File: config.mk
export PLATFORM = sky130hd
export DESIGN_NAME = tdtc_top
export DESIGN_NICKNAME = d
export VERILOG_FILES = /design/src/tdtc_pkg.sv /design/src/tdtc_shift.sv /design/src/tdtc_top.sv
export SDC_FILE = /design/constraint.sdc
export NUM_CORES = 1
export LEC_CHECK = 0
export BUFFER_PORTS_ARGS = -buffer_cell sky130_fd_sc_hd__buf_2
export CAP_MARGIN = 15
export CELL_PAD_IN_SITES_DETAIL_PLACEMENT = 1
export CELL_PAD_IN_SITES_GLOBAL_PLACEMENT = 1
export CORE_UTILIZATION = 42
export CTS_CLUSTER_SIZE = 24
export DETAILED_ROUTE_END_ITERATION = 8
export PLACE_DENSITY_LB_ADDON = 0.1
export SLEW_MARGIN = 20
export SYNTH_ARGS = -nofsm -noshare
export SYNTH_HDL_FRONTEND = slang
export SYNTH_HIERARCHICAL = 1
export SYNTH_SLANG_ARGS = --single-unit
export TNS_END_PERCENT = 50
File: constraint.sdc
create_clock -name I_CLK -period 3.25 [get_ports I_CLK]
set_input_delay 0.1625 -clock I_CLK [delete_from_list [all_inputs] [get_ports I_CLK]]
set_output_delay 0.1625 -clock I_CLK [all_outputs]
set_load 0.02 [all_outputs]
File: src/tdtc_pkg.sv
// constants and types for the text display timing and cursor block
// Operation
// RQ1 - All timing derives from one 10.8864 MHz oscillator clocking the dot counter.
// RQ2 - Dot counter loads 10, counts to 15, wraps to zero, reloads 10.
// RQ3 - Dot counter top bit advances the character position counter once per cell.
// RQ4 - Character position counter gives 96 character times per scan.
// RQ5 - Position wrap advances scan counter; scan wrap advances line counter.
// RQ6 - Ten scans per character row, each a full 96 character times.
// RQ7 - Line counter runs zero to 26; its top output toggles per frame.
// RQ8 - Lines 0 to 23 displayed, lines 24 to 26 are vertical retrace.
// RQ9 - Cell is 7 dots by 10 scans; glyph is 5 by 7 inside.
// RQ10 - Horizontal drive high for 40 character times after visible region.
// RQ11 - Vertical drive high while line counter holds 24.
// RQ12 - Cursor match asserts when cursor row and column equal beam counters.
// RQ13 - Cursor row, column and scroll offset form the write address.
// RQ14 - Cursor moves up, down, right, left and home.
// RQ15 - Line feed increments the cursor row by one.
// RQ16 - Carriage return clears the cursor column.
// RQ17 - Protected layout mode wraps cursor from bottom line to top.
// RQ18 - Otherwise advancing beyond row 23 scrolls instead of wrapping.
// RQ19 - Scroll on line feed, cursor down, or advancing past last position.
// RQ20 - Video shift register loads on low dot msb strobe, shifts per clock.
// RQ21 - Reset presets dot counter and clears all other counters.
package tdtc_pkg;
    localparam logic [3:0] DOT_PRESET    = 4'hA;
    localparam logic [3:0] DOT_TOP       = 4'hF;
    localparam logic [6:0] COL_LAST      = 7'h5F;
    localparam logic [6:0] COL_VISIBLE   = 7'h50;
    localparam logic [6:0] HDRIVE_LEN    = 7'h28;
    localparam logic [3:0] SCAN_LAST     = 4'h9;
    localparam logic [4:0] LINE_LAST     = 5'h1A;
    localparam logic [4:0] LINE_VDRIVE   = 5'h18;
    localparam logic [4:0] ROW_LAST      = 5'h17;
    localparam logic [6:0] CUR_COL_LAST  = 7'h4F;
    localparam int         SHIFT_W       = 7;

    typedef enum logic [2:0] {
        TDTC_CMD_NONE,
        TDTC_CMD_UP,
        TDTC_CMD_DOWN,
        TDTC_CMD_RIGHT,
        TDTC_CMD_LEFT,
        TDTC_CMD_HOME,
        TDTC_CMD_LF,
        TDTC_CMD_CR
    } tdtc_cmd_t;

    typedef struct packed {
        logic [4:0] line;
        logic [3:0] scan;
        logic [6:0] col;
        logic [3:0] dot;
    } tdtc_beam_t;

    typedef struct packed {
        logic [4:0] row;
        logic [6:0] col;
        logic [4:0] roll;
    } tdtc_cursor_t;
endpackage

File: src/tdtc_shift.sv
// video shift register, parallel load and serial dot output
`timescale 1ns/100ps
`default_nettype none
module tdtc_shift (
    input  wire logic                       i_clk,
    input  wire logic                       i_rst_n,
    input  wire logic                       i_ce,
    input  wire logic                       i_load_n,
    input  wire logic [tdtc_pkg::SHIFT_W-1:0] i_pattern,
    output logic                            o_dot
);
    logic [tdtc_pkg::SHIFT_W-1:0] sr;
    always_ff @(posedge i_clk or negedge i_rst_n) begin
        if (!i_rst_n) begin
            sr <= '0;
        end else if (i_ce) begin
            if (!i_load_n) begin
                sr <= i_pattern; // [RQ20]
            end else begin
                sr <= {sr[tdtc_pkg::SHIFT_W-2:0], 1'b0}; // [RQ20]
            end
        end
    end
    assign o_dot = sr[tdtc_pkg::SHIFT_W-1];
endmodule // tdtc_shift
`default_nettype wire

File: src/tdtc_top.sv
// display timing chain, drives and cursor counters
`timescale 1ns/100ps
`default_nettype none
module tdtc_top (
    input  wire logic                       I_CLK,
    input  wire logic                       I_RST_N,
    input  wire logic                       I_CE,
    input  wire logic                       I_PROTECT_MODE,
    input  wire tdtc_pkg::tdtc_cmd_t        I_CMD,
    input  wire logic                       I_ADVANCE,
    input  wire logic [tdtc_pkg::SHIFT_W-1:0] I_PATTERN,
    output logic                            O_DOT_COUNT_MSB_N,
    output tdtc_pkg::tdtc_beam_t            O_BEAM,
    output logic                            O_HDRIVE,
    output logic                            O_VDRIVE,
    output logic                            O_FRAME_TOGGLE,
    output logic                            O_DISPLAY_LINE,
    output logic                            O_CURSOR_MATCH,
    output tdtc_pkg::tdtc_cursor_t          O_WRITE_ADDR,
    output logic                            O_SCROLL,
    output logic                            O_VIDEO
);
    ////////////////////////////////////////////////////////////////////////
    // beam counters
    logic [3:0] dot;
    logic [6:0] col;
    logic [3:0] scan;
    logic [4:0] line;
    logic       frame_toggle;
    logic [6:0] hcount;
    logic       hdrive;

    wire dot_wrap  = (dot == 4'h0);
    wire col_step  = (dot == tdtc_pkg::DOT_TOP);
    wire col_wrap  = col_step && (col == tdtc_pkg::COL_LAST);
    wire scan_wrap = col_wrap && (scan == tdtc_pkg::SCAN_LAST);
    wire line_wrap = scan_wrap && (line == tdtc_pkg::LINE_LAST);
    wire hstart    = col_step && (col == tdtc_pkg::COL_VISIBLE - 7'h01);

    wire [3:0] next_dot  = dot_wrap ? tdtc_pkg::DOT_PRESET : dot + 4'h1; // [RQ2]
    wire [6:0] next_col  = col_wrap ? 7'h00 : col + 7'h01; // [RQ4]
    wire [3:0] next_scan = (scan == tdtc_pkg::SCAN_LAST) ? 4'h0 : scan + 4'h1; // [RQ6]
    wire [4:0] next_line = (line == tdtc_pkg::LINE_LAST) ? 5'h00 : line + 5'h01; // [RQ7]

    always_ff @(posedge I_CLK or negedge I_RST_N) begin // [RQ1]
        if (!I_RST_N) begin
            dot <= tdtc_pkg::DOT_PRESET; // [RQ21]
        end else if (I_CE) begin
            dot <= next_dot;
        end
    end

    always_ff @(posedge I_CLK or negedge I_RST_N) begin
        if (!I_RST_N) begin
            col  <= '0; // [RQ21]
            scan <= '0;
            line <= '0;
        end else if (I_CE) begin
            if (col_step) begin
                col <= next_col; // [RQ3]
            end
            if (col_wrap) begin
                scan <= next_scan; // [RQ5]
            end
            if (scan_wrap) begin
                line <= next_line; // [RQ5]
            end
        end
    end

    always_ff @(posedge I_CLK or negedge I_RST_N) begin
        if (!I_RST_N) begin
            frame_toggle <= 1'b0;
        end else if (I_CE && line_wrap) begin
            frame_toggle <= ~frame_toggle; // [RQ7]
        end
    end

    ////////////////////////////////////////////////////////////////////////
    // horizontal and vertical drive
    always_ff @(posedge I_CLK or negedge I_RST_N) begin
        if (!I_RST_N) begin
            hdrive <= 1'b0;
            hcount <= '0;
        end else if (I_CE && col_step) begin
            if (hstart) begin
                hdrive <= 1'b1; // [RQ10]
                hcount <= tdtc_pkg::HDRIVE_LEN - 7'h01;
            end else if (hcount != 7'h00) begin
                hcount <= hcount - 7'h01;
            end else begin
                hdrive <= 1'b0; // [RQ10]
            end
        end
    end

    assign O_HDRIVE          = hdrive;
    assign O_VDRIVE          = (line == tdtc_pkg::LINE_VDRIVE); // [RQ11]
    assign O_DISPLAY_LINE    = (line <= tdtc_pkg::ROW_LAST); // [RQ8]
    assign O_FRAME_TOGGLE    = frame_toggle;
    assign O_DOT_COUNT_MSB_N = dot[3]; // [RQ20]
    assign O_BEAM            = '{line: line, scan: scan, col: col, dot: dot}; // [RQ9]

    ////////////////////////////////////////////////////////////////////////
    // cursor counters
    logic [4:0] cur_row;
    logic [6:0] cur_col;
    logic [4:0] roll;
    logic       scroll;

    wire on_last_row = (cur_row == tdtc_pkg::ROW_LAST);
    wire on_last_col = (cur_col == tdtc_pkg::CUR_COL_LAST);
    wire row_down    = (I_CMD == tdtc_pkg::TDTC_CMD_LF) || (I_CMD == tdtc_pkg::TDTC_CMD_DOWN)
                       || (I_ADVANCE && on_last_col);
    wire do_scroll   = row_down && on_last_row && !I_PROTECT_MODE; // [RQ18] [RQ19]
    wire do_wrap     = row_down && on_last_row && I_PROTECT_MODE; // [RQ17]

    logic [4:0] next_row;
    logic [6:0] next_ccol;
    always_comb begin
        next_row  = cur_row;
        next_ccol = cur_col;
        if (I_ADVANCE) begin
            next_ccol = on_last_col ? 7'h00 : cur_col + 7'h01;
        end
        unique case (I_CMD)
            tdtc_pkg::TDTC_CMD_UP: begin
                next_row = (cur_row == 5'h00) ? tdtc_pkg::ROW_LAST : cur_row - 5'h01; // [RQ14]
            end
            tdtc_pkg::TDTC_CMD_RIGHT: begin
                next_ccol = on_last_col ? 7'h00 : cur_col + 7'h01; // [RQ14]
            end
            tdtc_pkg::TDTC_CMD_LEFT: begin
                next_ccol = (cur_col == 7'h00) ? 7'h00 : cur_col - 7'h01; // [RQ14]
            end
            tdtc_pkg::TDTC_CMD_HOME: begin
                next_row  = 5'h00; // [RQ14]
                next_ccol = 7'h00;
            end
            tdtc_pkg::TDTC_CMD_CR: begin
                next_ccol = 7'h00; // [RQ16]
            end
            tdtc_pkg::TDTC_CMD_NONE, tdtc_pkg::TDTC_CMD_DOWN, tdtc_pkg::TDTC_CMD_LF: begin
            end
        endcase
        if (row_down) begin
            if (do_wrap) begin
                next_row = 5'h00; // [RQ17]
            end else if (!do_scroll) begin
                next_row = cur_row + 5'h01; // [RQ15]
            end
        end
    end

    always_ff @(posedge I_CLK or negedge I_RST_N) begin
        if (!I_RST_N) begin
            cur_row <= '0; // [RQ21]
            cur_col <= '0;
            roll    <= '0;
            scroll  <= 1'b0;
        end else if (I_CE) begin
            cur_row <= next_row;
            cur_col <= next_ccol;
            scroll  <= do_scroll;
            if (do_scroll) begin
                roll <= (roll == tdtc_pkg::ROW_LAST) ? 5'h00 : roll + 5'h01; // [RQ18]
            end
        end
    end

    assign O_SCROLL       = scroll;
    assign O_CURSOR_MATCH = (cur_row == line) && (cur_col == col); // [RQ12]
    assign O_WRITE_ADDR   = '{row: cur_row, col: cur_col, roll: roll}; // [RQ13]

    ////////////////////////////////////////////////////////////////////////
    // video shift register
    tdtc_shift u_shift (
        .i_clk     (I_CLK),
        .i_rst_n   (I_RST_N),
        .i_ce      (I_CE),
        .i_load_n  (dot[3]),
        .i_pattern (I_PATTERN),
        .o_dot     (O_VIDEO)
    );
endmodule // tdtc_top
`default_nettype wire

==> flow_summary.ini, run 1 <==
[clock_network]
cts.sinks = 54
worstSkewPairLatency_ns = 0.31
clk_pin_slew_worst_paths_ns = 0.10
post_cts_buffers = 0
htreeDepth = 2
clockRootBuffer = clkbuf_8
cts_buffers = 5
cts_tree = done
clockBufferDepth = 2

[drt]
drt-met1-wl_um = 4310
initialDrtViolationCount = 65
drt-pass1-iter-count = 4
ant_nets = 0
wl_per_cell_um = 16.1
wl_met2_um = 3900
drc = 0
viasPerCell = 5.49
routed_wl_um = 8530
vias = 2909
wl_met3_um = 221
top_layer_used = met4

[die]
core_area_mm2 = 0.00773
start_util_pct = 43.6
io_pins = 60
die_x_um = 91.5
core.rowCount = 32
die_y_um = 91.5
die-area_mm2 = 0.00838

[sta]
period_share_pct = 82.3
fin_tns_setup_ns = 0
fmax_mhz = 374
period_needed_ns = 2.68
timing.slew.headroom_pct = 51.4
hold_viol_final = 0
slew_violations = 0
rsz0062_at_grt = no
finClkSkew_ns = 0.00874
setup_viol = 0
worstMarginPinSlew_ns = 0.728

[finish]
fillCellCount = 954
area_delta_synth_final_pct = 13.0
drive_gt1_share_pct = 18.5
n_antenna_cell = 0
nNetsFinal = 455

[global_route]
antenna_found_initial = 0
grt_max_degree = 37
grt_usage_pct = 21.4
grt-ovfl-total = 0
grt_pass1_wl_um = 14400
grt_pass1_vias = 2843

[critical_path]
crit_required_ns = 3.51
cp.arrival_ns = 2.93
critPathSlowestCell = or4b_4
slowest_delay_ns = 0.57
reg2reg_depth = 6
cp-end-kind = flop
crit_path_max_fanout = 10
r2r_setup_slack_ns = 0.57
crit_end = line[2]$_DFFE_PN0P_
r2r-end = line[2]$_DFFE_PN0P_
reg2reg_from = dot[1]$_DFFE_PN1P_
path_cells = ha_1 -> nand4_4 -> or4b_4 -> or3_1 -> or4_1 -> nand2_1
startpoint = dot[1]$_DFFE_PN1P_
cp-start-kind = flop
crit_type = flop to flop

[worst_hold_path]
hp-class = input port to flop

[logic_synthesis]
avgSynthCellArea_um2 = 8.88
synth-edff-count = 0
synth_seq_cells = 54
synth_cell_types = 54
synth_largest_area_cell = dfrtp_1
synthTopCellsByArea = dfrtp_1, xnor2_1, ha_1
synth_fp_nets = 407
yosysWarnings = 6
syn-cell-area_mm2 = 0.00337
synthFlopType = dfrtp_1
synthCells = 379
synth_top_area_share_pct = 38.7
ys_seq_area_share_pct = 40.2
async_flop_share_pct = 100

[pwr]
finalPower_mw = 2.35
irDropWorstVdd_v = 0.000340
power_leakage_nw = 1.77
p_per_area_mw_per_mm2 = 618

[place]
dp_hpwl_um = 6260
portBuffers = 59
gp_congestion = 0.825

[flow_run]
max_cap_violations = 0

[outcome]
outcome = complete, no violations
## report_power, final
group	switching (mW)	internal, mW
Combinational	0.505	0.379
Sequential	0.257	0.829
Clock	0.228	0.153
## sequential cells by signal (all words and copies together) (netlist names)
name	flops
scan	4
O_SCROLL	1
line	5
O_FRAME_TOGGLE	1
col	7
O_HDRIVE	1
roll	5
dot	4
hcount	7
cur_row	5
cur_col	7
u_shift/sr	7
## per-stage QoR
| step | hold WS [ns] | util (%) | worst slack (ns) | cells | area, µm² |
|---|---|---|---|---|---|
| finish | 0.0930 | 49.2 | 0.574 | 530 | 3800 |
| global route | 0.0956 | 49.2 | 0.470 | 530 | 3800 |
| CTS | 0.0858 | 49.2 | 0.564 | 530 | 3800 |
| detailed placement | 0.134 | 48.0 | 0.590 | 521 | 3710 |
| global placement | 0.134 | 48.0 | 0.655 | 521 | 3710 |
| floorplan | -0.133 | - | 0.687 | 379 | 3370 |
## logic make-up after synthesis
| kind of cell | synth area share [%] |
|---|---|
| AO/OA/AOI/OAI | 14.8 |
| XOR/XNOR | 6.77 |
| adder cells (fa/ha/maj) | 4.83 |
| buffers and inverters | 5.32 |
| flip-flops | 40.2 |
| multiplexers | 3.90 |
| AND/OR/NAND/NOR | 24.1 |
## how the worst min path moves through the flow
stage | cells past startpoint | endpoint | slack, ns | startpoint
finish | 3 | u_shift/sr[0]$_DFFE_PN0P_ | 0.09 | I_PATTERN[0]
global placement | 1 | roll[3]$_DFFE_PN0P_ | 0.13 | I_RST_N
global route | 3 | u_shift/sr[0]$_DFFE_PN0P_ | 0.1 | I_PATTERN[0]
CTS | 3 | u_shift/sr[0]$_DFFE_PN0P_ | 0.09 | I_PATTERN[0]
floorplan | 0 | O_FRAME_TOGGLE$_DFFE_PN0P_ | -0.13 | I_RST_N
detailed placement | 1 | roll[4]$_DFFE_PN0P_ | 0.13 | I_RST_N
## critical path: cells and delay by family, from the launching register on
family / cells / cell delay (ns)
simple gates: 5 / 1.78
flops: 1 / 0.56
fa+ha+maj: 1 / 0.27
## timing repair
action                    4_1_cts  5_1_grt
hold endpoints to repair       19        0
hold buffers                    1        0
resized for setup               0        0
## placed cells by master, fill, tap and decap left out, drive strengths merged, types with 7 or more instances in the layout
cell type,instances
a21oi,19
buf,64
clkbuf,7
dfrtp,52
ha,13
inv,17
mux2i,12
nand2,42
nand3,12
nor2,27
nor3,11
o21ai,33
o31ai,7
or3,8
xnor2,22
## layer usage
| metal | track usage (%) | vias to the layer above |
|---|---|---|
| li1 | - | 1429 |
| met1 | 30.0 | 1428 |
| met2 | 34.8 | 42 |
| met3 | 3.10 | 10 |
| met4 | 5.16 | 0 |
| met5 | 0 | - |
## cells in the mapped netlist, drive strengths merged (4+ instances only)
library cell and number:
xor2 4, nor3b 5, o31ai 7, a21oi 19, and3 4, nand3 12, nand4 6, mux2i 12
nor3 11, nand2b 6, xnor2 22, ha 13, nor4 4, clkbuf 16, nor2 27, nand2 42
or3 8, dfrtp 52, buf 8, inv 17, nand4b 4, nor2b 6, o21ai 33
## cell type report
type | instances | area (µm²) | area share (%)
Clock buffer | 7 | 76.3 | 2.01
Clock inverter | 1 | 7.51 | 0.197
Inverter | 17 | 63.8 | 1.68
Multi-Input combinational cell | 284 | 1830 | 48.2
Sequential cell | 54 | 1350 | 35.6
Tap cell | 102 | 128 | 3.35
Timing Repair Buffer | 65 | 343 | 9.01
Power figures use the tool's default switching activity.
==> run 2, diff against run 1 <==
Settings changed: CORE_UTILIZATION 42 to 38.
Clock period 3.25 ns to 2.2 ns, I/O delays scaled along.
==> run 2 against run 1 <==
The flow now finishes with violations (setup timing). Global-route usage shrank 0.13 points. Flip-flop and latch count is the same. Sequential power grew 29%. Core utilization is essentially flat. Routed wire length grew 6.7%. Setup slack lost 0.59 ns. Clock-buffer cell count shrank 1. Largest power group is now combinational cells. Non-clock buffer count grew 32. Cell area grew 8.5%. Critical endpoint unchanged. Critical path depth is the same.
==> flow_summary.ini, run 2 (synthesized netlist as in run 1, its figures left out) <==
[die]
start_util_pct = 40.2
die_x_um = 96.1
die_y_um = 96.1
io_pins = 60
die-area_mm2 = 0.00924
core_area_mm2 = 0.00838
core.rowCount = 33

[critical_path]
slowest_delay_ns = 0.57
cp_num_buf_inv = 0
path_cells = ha_4 -> nand4_4 -> or4b_4 -> or3_4 -> or4_1 -> nand2_1
crit_required_ns = 2.45
crit_type = flop to flop
critPathSlowestCell = dfstp_2
path_delay_family = simple AND/OR/NAND/NOR gates
cp.arrival_ns = 2.47
crit_path_max_fanout = 3
cp-start-kind = flop
cp-end-kind = flop

[global_route]
antenna_found_initial = 0
grt_pass1_vias = 3082
grt-ovfl-total = 0
grt_max_degree = 37
grt_pass1_wl_um = 15200
grt_usage_pct = 21.3

[drt]
drt-pass1-iter-count = 4
vias = 3074
drc = 0
wl_per_cell_um = 16.1
routed_wl_um = 9100
viasPerCell = 5.44
ant_nets = 0
initialDrtViolationCount = 91

[sta]
finClkSkew_ns = 0.00868
period_needed_ns = 2.22
hold_viol_final = 0
rsz0062_at_grt = yes
worstMarginPinSlew_ns = 0.635
fin_tns_setup_ns = -0.0195
whs_ns = 0.0335
timing.slew.headroom_pct = 57.6
setup_viol = 1
period_share_pct = 101
fmax_mhz = 451
slew_violations = 0
setup_ws_ns = -0.0195

[place]
gp_congestion = 0.747
place_area_mm2 = 0.00399
portBuffers = 59
dp_hpwl_um = 6750

[outcome]
violations = setup timing
outcome = finished, violations left

[pwr]
power_leakage_nw = 1.94
p_per_area_mw_per_mm2 = 914
irDropWorstVdd_v = 0.000502

[worst_hold_path]
hp-class = input port to flop

[finish]
mostFrequentLayoutCell = buf_2
layout_common_cells = buf_2, dfrtp_1, nand2_1
n_antenna_cell = 0
nNetsFinal = 487
drive_gt1_share_pct = 26.5
fillCellCount = 1015
final_area_mm2 = 0.00413
area_delta_synth_final_pct = 22.7

[clock_network]
cts_buffers = 5
clockBufferDepth = 2
cts.sinks = 54
clk_pin_slew_worst_paths_ns = 0.10
cts_tree = done
clockRootBuffer = clkbuf_8
htreeDepth = 2
worstSkewPairLatency_ns = 0.31

[flow_run]
max_cap_violations = 0
==> run 2: cell types whose count changed in the layout (fill, tap and decap cells not counted), sizes merged <==
cell / delta
inv: +1
clkbuf: -1
buf: +32
==> run 2: cell type report <==
class	count	area [µm²]	share of cell area, %
well taps	105	131	3.18
flip-flops and latches	54	1360	32.8
repair buffers	97	599	14.5
multi-input cells	284	1880	45.5
clock inverters	2	16.3	0.394
clock buffers	6	82.6	2.00
inverters	17	63.8	1.55
==> run 2: through the flow <==
step                cells  util [%]  power [mW]  setup WS (ns)
floorplan             379         -        2.56         -0.252
global placement      555      47.6        3.12        0.00629
detailed placement    555      47.6        3.18        -0.0845
CTS                   564      49.0        3.80        -0.0460
global route          565      49.3        4.06        -0.0815
finish                565      49.3        3.77        -0.0195
==> run 2: timing repair <==
action                                  4_1_cts  5_1_grt
pin swaps                                     0        2
setup buffers                                 0        1
resized for setup                             2        5
endpoints found under the hold margin        23        0
hold buffers                                  1        0
endpoints found under the setup margin        3        6
==> run 2: where the power goes <==
part	internal (mW)	total, mW	switching, mW
registers	1.23	1.41	0.179
clock network	0.260	0.614	0.354
logic	0.747	1.75	1.01
total	2.23	3.77	1.54
==> run 2: path summary, 6_finish.rpt <==
kind                                             from                         end  slack, ns  cells past startpoint
max in group asynchronous                     I_RST_N      cur_col[1]$_DFFE_PN0P_       1.27                      3
max                                dot[1]$_DFFE_PN1P_         line[2]$_DFFE_PN0P_      -0.02                      6
min                                      I_PATTERN[0]   u_shift/sr[0]$_DFFE_PN0P_       0.03                      3
max reg2reg                        dot[1]$_DFFE_PN1P_         line[2]$_DFFE_PN0P_      -0.02                      6
min in group asynchronous                     I_RST_N      cur_row[2]$_DFFE_PN0P_       0.34                      2
min reg2reg                O_FRAME_TOGGLE$_DFFE_PN0P_  O_FRAME_TOGGLE$_DFFE_PN0P_       0.48                      1
==> run 2: worst register-to-register path: cells and delay by family, from the launching register on <==
family        cells  cell delay (ns)
fa+ha+maj         1             0.15
flops             1             0.57
simple gates      5             1.46
==> run 2: layer usage <==
metal / global-route usage (%) / routed length, µm / part of all wire, % / vias to the layer above
met5: 0 / 0 / 0 / -
met4: 6.59 / 138 / 1.5 / 0
met3: 2.53 / 282 / 3.1 / 14
met2: 33.9 / 4200 / 46 / 57
met1: 30.1 / 4480 / 49 / 1515
li1: - / - / - / 1488
